$ cat src/core/eirq_pkg.sv
// Package of constants and carrier types for the interrupt front end
// Overview of operation
// - Select zero: vectors at program memory start
// - Boot base comes from boot size fuses
// - Select write counts only within unlock window
// - Unlock blocks interrupts until after select write
// - No select write: block lasts four cycles
// - Blocking leaves global enable bit untouched
// - Boot vectors, app lock: mute in application
// - App vectors, boot lock: mute in boot
// - Unlock bit self-clears after four cycles
// - Pin level detected even when driven out
// - Groups two/one/zero cover inputs 23:16/15:8/7:0
// - Only masked-in inputs feed a group
// - Pin change detection needs no I/O clock
// - Low, any change, falling or rising per pin; two registers
// - Level mode requests while pin stays low
// - Pins 7:4 edges only on I/O clock
// - Low level and pins 3:0 edges asynchronous
// - I/O clock stops in all sleep except idle
// - Level lost before start-up: wake, no interrupt
// - Reset fuse, 8K boot: start at 0x1F000
// - Sense code 00 low, 01 any, 10 fall, 11 rise
// - Flag set on edge, clear by ack or one-write
// - Delivery needs mask bit and global enable
package eirq_pkg;
  localparam int unsigned ADDR_W = 12;
  localparam int unsigned PC_W   = 17;
  localparam logic [ADDR_W-1:0] OFS_MCU_CONTROL = 12'h000;
  localparam logic [ADDR_W-1:0] OFS_SENSE_LOW   = 12'h004;
  localparam logic [ADDR_W-1:0] OFS_SENSE_HIGH  = 12'h008;
  localparam logic [ADDR_W-1:0] OFS_MASK        = 12'h00C;
  localparam logic [ADDR_W-1:0] OFS_FLAG        = 12'h010;
  localparam logic [ADDR_W-1:0] OFS_PC_CTRL     = 12'h014;
  localparam logic [ADDR_W-1:0] OFS_PC_MASK0    = 12'h018;
  localparam logic [ADDR_W-1:0] OFS_PC_MASK1    = 12'h01C;
  localparam logic [ADDR_W-1:0] OFS_PC_MASK2    = 12'h020;
  localparam logic [ADDR_W-1:0] OFS_PC_FLAG     = 12'h024;
  localparam int unsigned BIT_UNLOCK = 0;
  localparam int unsigned BIT_SELECT = 1;
  localparam logic [7:0] RESET_BYTE = 8'h00;
  localparam int unsigned UNLOCK_CYCLES = 4;
  localparam logic [2:0] UNLOCK_LAST = 3'h4;
  localparam logic [1:0] SENSE_LOW  = 2'h0;
  localparam logic [1:0] SENSE_ANY  = 2'h1;
  localparam logic [1:0] SENSE_FALL = 2'h2;
  localparam logic [1:0] SENSE_RISE = 2'h3;
  // Boot section word start for each boot size fuse code (11 smallest)
  localparam logic [PC_W-1:0] BOOT_BASE_00 = 17'h1F000;
  localparam logic [PC_W-1:0] BOOT_BASE_01 = 17'h1F800;
  localparam logic [PC_W-1:0] BOOT_BASE_10 = 17'h1FC00;
  localparam logic [PC_W-1:0] BOOT_BASE_11 = 17'h1FE00;
  localparam logic [PC_W-1:0] APP_BASE     = 17'h00000;
  localparam logic [5:0] VEC_PC0 = 6'h09;

  typedef struct packed {
    logic            valid;
    logic [5:0]      index;
    logic [PC_W-1:0] addr;
  } eirq_req_type;

  typedef struct packed {
    logic            pc_in_boot;
    logic            global_enable;
    logic            io_clk_run;
    logic            ack;
    logic [5:0]      ack_index;
  } eirq_core_type;
endpackage : eirq_pkg

$ cat src/core/eirq_sync.sv
// Two-stage synchroniser for a bus of pin inputs
`timescale 1ns/1ps
module eirq_sync #(
  parameter int unsigned W = 8
) (
  // Clock and reset
  input  wire logic         pclk,
  input  wire logic         presetn,
  // Data
  input  wire logic [W-1:0] din,
  output logic      [W-1:0] dout
);
  logic [W-1:0] stage1;

  always_ff @(posedge pclk or negedge presetn) begin
    if (!presetn) begin
      stage1 <= '0;
      dout   <= '0;
    end else begin
      stage1 <= din;
      dout   <= stage1;
    end
  end
endmodule : eirq_sync

$ cat src/core/eirq_top.sv
// Interrupt front end: vector placement, external and pin change requests
//
// Added by the designer: the register addresses and register access over APB.
`timescale 1ns/1ps
module eirq_top (
  // APB slave
  input  wire logic                         pclk,
  input  wire logic                         presetn,
  input  wire logic                         psel,
  input  wire logic                         penable,
  input  wire logic                         pwrite,
  input  wire logic [eirq_pkg::ADDR_W-1:0]  paddr,
  input  wire logic [31:0]                  pwdata,
  output logic      [31:0]                  prdata,
  output logic                              pready,
  output logic                              pslverr,
  // Pins
  input  wire logic [7:0]                   ext_irq_pins,
  input  wire logic [23:0]                  pin_change_inputs,
  // Fuses and lock bits
  input  wire logic [1:0]                   boot_size_fuses,
  input  wire logic                         boot_reset_location_fuse,
  input  wire logic                         app_side_lock_bit,
  input  wire logic                         boot_side_lock_bit,
  // Core side
  input  wire eirq_pkg::eirq_core_type      core_in,
  output eirq_pkg::eirq_req_type            core_req,
  output logic                              wake_request,
  output logic [eirq_pkg::PC_W-1:0]         reset_vector
);
  import eirq_pkg::*;

  function automatic logic [PC_W-1:0] vec_addr(input logic [PC_W-1:0] base,
                                               input logic [5:0] idx);
    vec_addr = base + {10'h000, idx, 1'b0};
  endfunction : vec_addr

  logic [7:0]  ext_s;
  logic [7:0]  ext_s_n;
  logic [23:0] pc_s;
  logic [7:0]  ext_d;
  logic [23:0] pc_d;
  logic        vector_base_select;
  logic        vector_change_unlock;
  logic [2:0]  unlock_cnt;
  logic        block_tail;
  logic [7:0]  sense_ctrl_low_pins;
  logic [7:0]  sense_ctrl_high_pins;
  logic [7:0]  ext_irq_mask_reg;
  logic [7:0]  ext_irq_flag_reg;
  logic [2:0]  pc_enable;
  logic [7:0]  pin_change_mask_zero;
  logic [7:0]  pin_change_mask_one;
  logic [7:0]  pin_change_mask_two;
  logic [2:0]  pc_flag;
  logic [7:0]  edge_hit;
  logic [7:0]  level_req;
  logic [2:0]  pc_hit;
  logic [15:0] sense_all;
  logic        wr;
  logic        rd;
  logic        irq_blocked;
  logic        sect_mute;
  logic [PC_W-1:0] boot_base;
  logic [PC_W-1:0] vec_base;
  logic [10:0] pending;
  logic [5:0]  next_index;
  logic        next_valid;

  // Pins are sampled through two flops; the pin level is read even when
  // the port drives it, so software can raise its own requests.
  // External pins idle high, so they travel inverted: the cleared
  // synchroniser then matches the idle level and reset makes no false edge.
  eirq_sync #(.W(8)) u_sync_ext (
    .pclk    (pclk),
    .presetn (presetn),
    .din     (~ext_irq_pins),
    .dout    (ext_s_n)
  );
  assign ext_s = ~ext_s_n;
  eirq_sync #(.W(24)) u_sync_pc (
    .pclk    (pclk),
    .presetn (presetn),
    .din     (pin_change_inputs),
    .dout    (pc_s)
  );

  always_ff @(posedge pclk or negedge presetn) begin
    if (!presetn) begin
      ext_d <= 8'hFF;
      pc_d  <= 24'h000000;
    end else begin
      // Upper pins only advance their history while the I/O clock runs
      ext_d[3:0] <= ext_s[3:0];
      if (core_in.io_clk_run) begin
        ext_d[7:4] <= ext_s[7:4];
      end
      pc_d <= pc_s;
    end
  end

  assign wr = psel && penable && pwrite;
  assign rd = psel && !penable && !pwrite;
  assign pready  = 1'b1;
  assign sense_all = {sense_ctrl_high_pins, sense_ctrl_low_pins};

  // Edge decode per pin from its two-bit sense code
  always_comb begin
    for (int i = 0; i < 8; i++) begin
      case (sense_all[2*i +: 2])
        SENSE_ANY:  edge_hit[i] = ext_s[i] ^ ext_d[i];
        SENSE_FALL: edge_hit[i] = !ext_s[i] && ext_d[i];
        SENSE_RISE: edge_hit[i] = ext_s[i] && !ext_d[i];
        default:    edge_hit[i] = 1'b0;
      endcase
      // Level mode is a live condition, not a flag; a level gone before
      // start-up leaves nothing behind.
      level_req[i] = (sense_all[2*i +: 2] == SENSE_LOW) && !ext_s[i];
    end
    if (!core_in.io_clk_run) begin
      edge_hit[7:4] = 4'h0;
    end
  end

  // Toggle of any masked-in input per group
  assign pc_hit[0] = |((pc_s[7:0]   ^ pc_d[7:0])   & pin_change_mask_zero);
  assign pc_hit[1] = |((pc_s[15:8]  ^ pc_d[15:8])  & pin_change_mask_one);
  assign pc_hit[2] = |((pc_s[23:16] ^ pc_d[23:16]) & pin_change_mask_two);

  // Vector base select and timed unlock
  always_ff @(posedge pclk or negedge presetn) begin
    if (!presetn) begin
      vector_base_select   <= 1'b0;
      vector_change_unlock <= 1'b0;
      unlock_cnt           <= 3'h0;
      block_tail           <= 1'b0;
    end else begin
      block_tail <= 1'b0;
      if (vector_change_unlock) begin
        unlock_cnt <= unlock_cnt + 3'h1;
      end
      if (wr && paddr == OFS_MCU_CONTROL) begin
        if (pwdata[BIT_UNLOCK]) begin
          vector_change_unlock <= 1'b1;
          unlock_cnt           <= 3'h1;
        end else if (vector_change_unlock) begin
          vector_base_select   <= pwdata[BIT_SELECT];
          vector_change_unlock <= 1'b0;
          block_tail           <= 1'b1;
        end
      end else if (vector_change_unlock && unlock_cnt == UNLOCK_LAST) begin
        vector_change_unlock <= 1'b0;
      end
    end
  end

  // Blocking never touches the core's global enable, only delivery
  assign irq_blocked = vector_change_unlock || block_tail;
  assign sect_mute = (vector_base_select && app_side_lock_bit && !core_in.pc_in_boot)
                  || (!vector_base_select && boot_side_lock_bit && core_in.pc_in_boot);

  always_comb begin
    case (boot_size_fuses)
      2'h0:    boot_base = BOOT_BASE_00;
      2'h1:    boot_base = BOOT_BASE_01;
      2'h2:    boot_base = BOOT_BASE_10;
      default: boot_base = BOOT_BASE_11;
    endcase
  end
  assign vec_base = vector_base_select ? boot_base : APP_BASE;

  // Flags: hardware set wins over an acknowledge or a one-write
  always_ff @(posedge pclk or negedge presetn) begin
    if (!presetn) begin
      ext_irq_flag_reg <= RESET_BYTE;
      pc_flag          <= 3'h0;
    end else begin
      for (int i = 0; i < 8; i++) begin
        if (sense_all[2*i +: 2] == SENSE_LOW) begin
          ext_irq_flag_reg[i] <= 1'b0;
        end else if (edge_hit[i]) begin
          ext_irq_flag_reg[i] <= 1'b1;
        end else if ((wr && paddr == OFS_FLAG && pwdata[i])
                     || (core_in.ack && core_in.ack_index == 6'(i + 1))) begin
          ext_irq_flag_reg[i] <= 1'b0;
        end
      end
      for (int g = 0; g < 3; g++) begin
        if (pc_hit[g]) begin
          pc_flag[g] <= 1'b1;
        end else if ((wr && paddr == OFS_PC_FLAG && pwdata[g])
                     || (core_in.ack && core_in.ack_index == VEC_PC0 + 6'(g))) begin
          pc_flag[g] <= 1'b0;
        end
      end
    end
  end

  // Plain control registers
  always_ff @(posedge pclk or negedge presetn) begin
    if (!presetn) begin
      sense_ctrl_low_pins  <= RESET_BYTE;
      sense_ctrl_high_pins <= RESET_BYTE;
      ext_irq_mask_reg     <= RESET_BYTE;
      pc_enable            <= 3'h0;
      pin_change_mask_zero <= RESET_BYTE;
      pin_change_mask_one  <= RESET_BYTE;
      pin_change_mask_two  <= RESET_BYTE;
    end else if (wr) begin
      case (paddr)
        OFS_SENSE_LOW:  sense_ctrl_low_pins  <= pwdata[7:0];
        OFS_SENSE_HIGH: sense_ctrl_high_pins <= pwdata[7:0];
        OFS_MASK:       ext_irq_mask_reg     <= pwdata[7:0];
        OFS_PC_CTRL:    pc_enable            <= pwdata[2:0];
        OFS_PC_MASK0:   pin_change_mask_zero <= pwdata[7:0];
        OFS_PC_MASK1:   pin_change_mask_one  <= pwdata[7:0];
        OFS_PC_MASK2:   pin_change_mask_two  <= pwdata[7:0];
        default: ;
      endcase
    end
  end

  // Read data registered in the setup cycle, so the access phase ends at once
  always_ff @(posedge pclk or negedge presetn) begin
    if (!presetn) begin
      prdata  <= 32'h00000000;
      pslverr <= 1'b0;
    end else if (psel && !penable) begin
      pslverr <= 1'b0;
      prdata  <= 32'h00000000;
      if (rd) begin
        case (paddr)
          OFS_MCU_CONTROL: prdata[1:0] <= {vector_base_select, vector_change_unlock};
          OFS_SENSE_LOW:   prdata[7:0] <= sense_ctrl_low_pins;
          OFS_SENSE_HIGH:  prdata[7:0] <= sense_ctrl_high_pins;
          OFS_MASK:        prdata[7:0] <= ext_irq_mask_reg;
          OFS_FLAG:        prdata[7:0] <= ext_irq_flag_reg;
          OFS_PC_CTRL:     prdata[2:0] <= pc_enable;
          OFS_PC_MASK0:    prdata[7:0] <= pin_change_mask_zero;
          OFS_PC_MASK1:    prdata[7:0] <= pin_change_mask_one;
          OFS_PC_MASK2:    prdata[7:0] <= pin_change_mask_two;
          OFS_PC_FLAG:     prdata[2:0] <= pc_flag;
          default:         pslverr <= 1'b1;
        endcase
      end else if (!(paddr inside {OFS_MCU_CONTROL, OFS_SENSE_LOW, OFS_SENSE_HIGH,
                                   OFS_MASK, OFS_FLAG, OFS_PC_CTRL, OFS_PC_MASK0,
                                   OFS_PC_MASK1, OFS_PC_MASK2, OFS_PC_FLAG})) begin
        pslverr <= 1'b1;
      end
    end
  end

  // Lowest index wins; delivery needs mask and global enable
  assign pending = {pc_flag & pc_enable,
                    (ext_irq_flag_reg | level_req) & ext_irq_mask_reg};
  always_comb begin
    next_valid = 1'b0;
    next_index = 6'h00;
    for (int k = 10; k >= 0; k--) begin
      if (pending[k]) begin
        next_valid = 1'b1;
        next_index = 6'(k + 1);
      end
    end
    if (!core_in.global_enable || irq_blocked || sect_mute) begin
      next_valid = 1'b0;
    end
  end

  always_ff @(posedge pclk or negedge presetn) begin
    if (!presetn) begin
      core_req     <= '0;
      wake_request <= 1'b0;
      reset_vector <= APP_BASE;
    end else begin
      core_req.valid <= next_valid;
      core_req.index <= next_index;
      core_req.addr  <= vec_addr(vec_base, next_index);
      // Pin change, low level and low pin edges wake from any sleep
      wake_request   <= |pending[3:0] | |(level_req & ext_irq_mask_reg) | |pending[10:8];
      reset_vector   <= boot_reset_location_fuse ? boot_base : APP_BASE;
    end
  end

  unlock_bound_a: assert property (@(posedge pclk) disable iff (!presetn)
    $rose(vector_change_unlock) |-> ##[1:4] !vector_change_unlock)
    else $error("unlock bit held too long");
  unlock_blocks_a: assert property (@(posedge pclk) disable iff (!presetn)
    vector_change_unlock |-> ##1 !core_req.valid)
    else $error("request delivered while unlocked");
  late_select_a: assert property (@(posedge pclk) disable iff (!presetn)
    (!vector_change_unlock && wr && paddr == OFS_MCU_CONTROL && !pwdata[BIT_UNLOCK])
      |=> $stable(vector_base_select))
    else $error("select changed outside window");
  base_select_a: assert property (@(posedge pclk) disable iff (!presetn)
    core_req.valid |-> (core_req.addr[PC_W-1:7] == 10'h000) == !$past(vector_base_select)
      || boot_size_fuses != $past(boot_size_fuses))
    else $error("vector base wrong");
  global_gate_a: assert property (@(posedge pclk) disable iff (!presetn)
    !core_in.global_enable |=> !core_req.valid)
    else $error("delivered without global enable");
  level_flag_a: assert property (@(posedge pclk) disable iff (!presetn)
    (sense_ctrl_low_pins[1:0] == SENSE_LOW) |=> !ext_irq_flag_reg[0])
    else $error("flag set in level mode");
  group_mask_a: assert property (@(posedge pclk) disable iff (!presetn)
    (pin_change_mask_zero == 8'h00 && !pc_flag[0]) |=> !pc_flag[0])
    else $error("masked group raised");
  high_edge_clock_a: assert property (@(posedge pclk) disable iff (!presetn)
    (!core_in.io_clk_run && !ext_irq_flag_reg[4] && sense_ctrl_high_pins[1:0] != SENSE_LOW)
      |=> !ext_irq_flag_reg[4])
    else $error("edge seen without io clock");
  boot_reset_a: assert property (@(posedge pclk) disable iff (!presetn)
    (boot_reset_location_fuse && boot_size_fuses == 2'h0) [*2] |=> reset_vector == 17'h1F000)
    else $error("reset vector wrong");

  // Blocking, section locks, level requests, flag set priority and group one
  tail_block_a: assert property (@(posedge pclk) disable iff (!presetn)
    (vector_change_unlock && wr && paddr == OFS_MCU_CONTROL && !pwdata[BIT_UNLOCK])
      |-> ##2 !core_req.valid)
    else $error("request delivered right after select write");
  select_clears_a: assert property (@(posedge pclk) disable iff (!presetn)
    (vector_change_unlock && wr && paddr == OFS_MCU_CONTROL && !pwdata[BIT_UNLOCK])
      |=> !vector_change_unlock)
    else $error("unlock bit kept after select write");
  mute_app_a: assert property (@(posedge pclk) disable iff (!presetn)
    (vector_base_select && app_side_lock_bit && !core_in.pc_in_boot) |=> !core_req.valid)
    else $error("request delivered in application section");
  mute_boot_a: assert property (@(posedge pclk) disable iff (!presetn)
    (!vector_base_select && boot_side_lock_bit && core_in.pc_in_boot) |=> !core_req.valid)
    else $error("request delivered in boot section");
  level_holds_a: assert property (@(posedge pclk) disable iff (!presetn)
    (|(level_req & ext_irq_mask_reg) && core_in.global_enable && !irq_blocked && !sect_mute)
      |=> core_req.valid)
    else $error("level request dropped");
  level_wake_a: assert property (@(posedge pclk) disable iff (!presetn)
    |(level_req & ext_irq_mask_reg) |=> wake_request)
    else $error("level request gave no wake");
  flag_set_wins_a: assert property (@(posedge pclk) disable iff (!presetn)
    (edge_hit[0] && sense_ctrl_low_pins[1:0] != SENSE_LOW) |=> ext_irq_flag_reg[0])
    else $error("edge lost against a clear");
  group_one_a: assert property (@(posedge pclk) disable iff (!presetn)
    |((pc_s[15:8] ^ pc_d[15:8]) & pin_change_mask_one) |=> pc_flag[1])
    else $error("group one toggle not flagged");
endmodule : eirq_top

$ cat config.mk
export PLATFORM = sky130hd
export DESIGN_NAME = eirq_top
export DESIGN_NICKNAME = d
export VERILOG_FILES = /design/src/core/eirq_pkg.sv /design/src/core/eirq_sync.sv /design/src/core/eirq_top.sv
export SDC_FILE = /design/constraint.sdc
export NUM_CORES = 1
export LEC_CHECK = 0
export BUFFER_PORTS_ARGS = -buffer_cell sky130_fd_sc_hd__buf_2
export CAP_MARGIN = 5
export CORE_ASPECT_RATIO = 1.75
export CORE_MARGIN = 5
export CORE_UTILIZATION = 55
export DETAILED_ROUTE_END_ITERATION = 8
export PLACE_DENSITY = 0.84
export SETUP_SLACK_MARGIN = 0.4
export SLEW_MARGIN = 15
export SYNTH_ARGS = -nofsm -noshare
export SYNTH_HDL_FRONTEND = slang
export SYNTH_SLANG_ARGS = --single-unit
$ cat constraint.sdc
create_clock -name pclk -period 2.35 [get_ports pclk]
set_clock_uncertainty 0.15 [all_clocks]
set_input_delay 0.235 -clock pclk [delete_from_list [all_inputs] [get_ports pclk]]
set_output_delay 0.235 -clock pclk [all_outputs]
set_load 0.01 [all_outputs]
==> flow_summary.yaml <==
outcome:
  outcome: "finished, final reports clean"
setup_path:
  path_delay_family: "simple AND/OR/NAND/NOR gates"
  cp_slowest_cell: "or4_1"
  worst-r2r-cell-count: 4
  rrSetupSlack_ns: 0.45
  cp.arrival_ns: 2.06
  rr_startpoint: "u_sync_ext.dout[2]$_DFF_PN0_"
  crit_path_start: "u_sync_ext.dout[2]$_DFF_PN0_"
  end_kind: "flip-flop"
  crit_path_max_incr_delay_ns: 0.55
  cp_num_buf_inv: 0
  crit_required_ns: 2.50
  reg2reg_to: "wake_request$_DFF_PN0_"
  cp-start-kind: "flip-flop"
  crit_type: "flip-flop to flip-flop"
  crit_chain: "nor3b_1 -> o21ai_1 -> nand3_1 -> or4_1"
  worstPathMaxFanout: 4
yosys:
  synth_top_area_share_pct: 53.96
  synth_edf_count: 0
  synth_fa_ha_area_share_pct: 2.713
  synth_flop_cell: "dfrtp_1"
  ys_seq_area_share_pct: 56.50
  synth_area_sq_mm: 0.008300
  async_flop_share_pct: 100.0
  muxShareOfSynthArea_pct: 10.30
  synth_cell_types: 68
  synth_most_common_cell: "dfrtp_1"
  ys_ff_latch: 187
  synth_simple_gate_area_share_pct: 10.67
  synth_compound_area_share_pct: 9.662
  synth_top_family_by_area: "simple AND/OR/NAND/NOR gates"
  syn_avg_cell_area_sq_um: 12.41
  yosysWarnings: 0
  synth_top_area_cell: "dfrtp_1"
  ys_top_cells_by_area: "dfrtp_1 (54%), mux2_2 (6.4%), buf_4 (4.9%)"
  netlist_instances: 669
  netlist_top_cells_count: "dfrtp_1 (179), buf_4 (54), mux2_2 (47), nand2_1 (47), inv_1 (30)"
  synth_xor_area_share_pct: 2.743
pwr:
  power.internal_w: 0.004989
  vdd_drop_max_v: 0.0006233
  clkPwrFrac_pct: 41.8
  p_switching_w: 0.001780
  seqPwrFrac_pct: 50.4
  pwr-share-comb_pct: 7.8
  power.density_mw_per_mm2: 673.6
  leakagePower_nw: 4.958
  p_sw_share_pct: 26.30
global_route:
  grt_pass1_wl_mm: 33.53
  overflow: 0
  antenna_found_initial: 0
  grt_use_total_pct: 25.05
  grt_max_degree: 59
  grt_pass1_vias: 6300
clock_tree:
  cts_made_buffers: 17
  cts_max_path_buffers: 2
  tritoncts: "yes"
  cts.sinks: 187
  cts_root_buffer: "clkbuf_16"
  clk_pin_slew_ns: 0.08
  post_cts_buffers: 0
  clk-insertion-delay-late_ns: 0.43
  h-tree-depth: 4
floorplanning:
  core-area_sq_mm: 0.01484
  rows: 59
  start_util_pct: 55.94
  die_h_um: 172.5
  fp.dieW_um: 102.9
  ioPinCount: 172
  dieArea_sq_mm: 0.01775
layout:
  final_nets: 950
  reg_top3: "pc_d (24), u_sync_pc.dout (24), u_sync_pc.stage1 (24)"
  post-route-util_pct: 67.73
  area_growth_pct: 21.07
  drive_above_1_share_pct: 30.51
  num_antenna_cells: 0
  stdcell_count: 1032
run:
  drv_cap: 0
sta:
  grt_setup_unrepaired: "true"
  timing.hold.ws_ns: 0.01500
  period_needed_ns: 1.904
  min_period_over_period_pct: 81.03
  hold_viol: 0
  fmax_mhz: 525.1
  maxSlewHeadroom_pct: 65.80
  maxSlewViolCount: 0
  worst_pin_slew_ns: 0.5076
  fin_tns_setup_ns: 0
  setup_viol: 0
placement:
  dp_hpwl_mm: 15.90
  dp_cells: 962
  gp_congestion: 0.9889
  numPortBuffers: 106
drt:
  dr_total_vias: 5912
  first_iter_violations: 383
  viasPerCell: 5.729
  drt-total-wl_mm: 21.16
  wire_per_inst_um: 20.50
  drt_first_pass_iters: 5
  postRouteAntennaNets: 0
  drc_errors: 0
min_path:
  hold_end: "core_req[23]$_DFF_PN0_"
  hp-start: "core_in[8]"
  hold_path_depth: 3
  hold_path.class: "input port to flip-flop"
-- layout by cell type (no fill, tap or decap), types with 6 or more instances in the layout --
cell type	netlist	final
a21oi_1	18	18
a22o_1	6	6
a22oi_1	12	12
buf_2	2	105
buf_4	54	33
clkbuf_16	0	17
conb_1	2	41
dfrtp_1	179	179
dfstp_2	8	8
dlygate4sd3_1	0	38
ha_1	18	18
inv_1	30	30
mux2_2	47	47
mux2_4	0	8
mux2i_1	19	18
nand2_1	47	46
nand2b_1	7	7
nand3_1	8	8
nor2_1	15	15
nor2b_1	6	6
nor3_1	6	6
nor3b_1	12	12
o211ai_1	6	6
o21a_1	7	7
o21ai_0	17	15
o221ai_1	11	11
xor2_1	25	25
-- kinds of logic (layout without fill, tap and decap cells) --
logic type | count (synthesis) | count (layout)
fa+ha+maj | 18 | 18
mux | 77 | 77
buf+inv | 101 | 242
other cells | 2 | 41
compound gates | 111 | 111
xor+xnor | 26 | 26
simple gates | 147 | 147
flops | 187 | 187
-- how the worst max path moves through the flow --
| stage | endpoint | depth (start not counted) |
|---|---|---|
| 2_1_floorplan | vector_base_select$_DFFE_PN0P_ | 6 |
| 3_3_place_gp | ext_irq_mask_reg[0]$_DFFE_PN0P_ | 5 |
| 3_5_place_dp | pin_change_mask_zero[3]$_DFFE_PN0P_ | 8 |
| 4_1_cts | wake_request$_DFF_PN0_ | 4 |
| 5_1_grt | wake_request$_DFF_PN0_ | 4 |
| 6_report | wake_request$_DFF_PN0_ | 4 |
-- metal layers --
metal,vias up,part of all wire (%),global-route usage [%]
met4,0,8.0,17.18
met3,99,5.6,4.783
li1,2628,-,-
met2,270,52,42.75
met1,2915,34,27.06
met5,-,0,0
-- stage by stage --
stage	instance area, sq um	power [W]	worst slack, ns
after global placement	9066	0.003928	0.1201
after floorplan	8508	0.003734	0.1574
final	10050	0.006769	0.4458
after global routing	10050	0.007037	0.3868
after detailed placement	9066	0.003949	0.09979
after CTS	10040	0.006818	0.4377
-- power by group through the flow --
stage                     clock (W)  combinational (W)  sequential, W
after floorplan                   0           0.000281        0.00345
after global placement            0           0.000460        0.00347
after detailed placement          0           0.000472        0.00348
after CTS                   0.00288           0.000524        0.00341
after global routing        0.00302           0.000588        0.00343
final                       0.00283           0.000525        0.00341
-- worst register-to-register path: stages, from the launching register on --
cell and delay, ns:
dfrtp_1 0.47, nor3b_1 0.20, o21ai_1 0.23, nand3_1 0.18
or4_1 0.55
-- what timing repair did --
action | CTS | global route
setup endpoints to repair | 1 | 2
endpoints found under the hold margin | 97 | 0
resized for setup | 2 | 2
gates cloned | 0 | 0
hold buffers | 38 | 0
-- cell type report --
class | instances | area (sq um)
fill | 1092 | 4788
sequential | 187 | 4690
multi-input combinational | 420 | 3198
timing repair buffer | 180 | 1225
clock buffer | 17 | 425.4
tap | 183 | 229.0
clock inverter | 15 | 170.2
inverter | 30 | 112.6
Power figures use the tool's default switching activity.
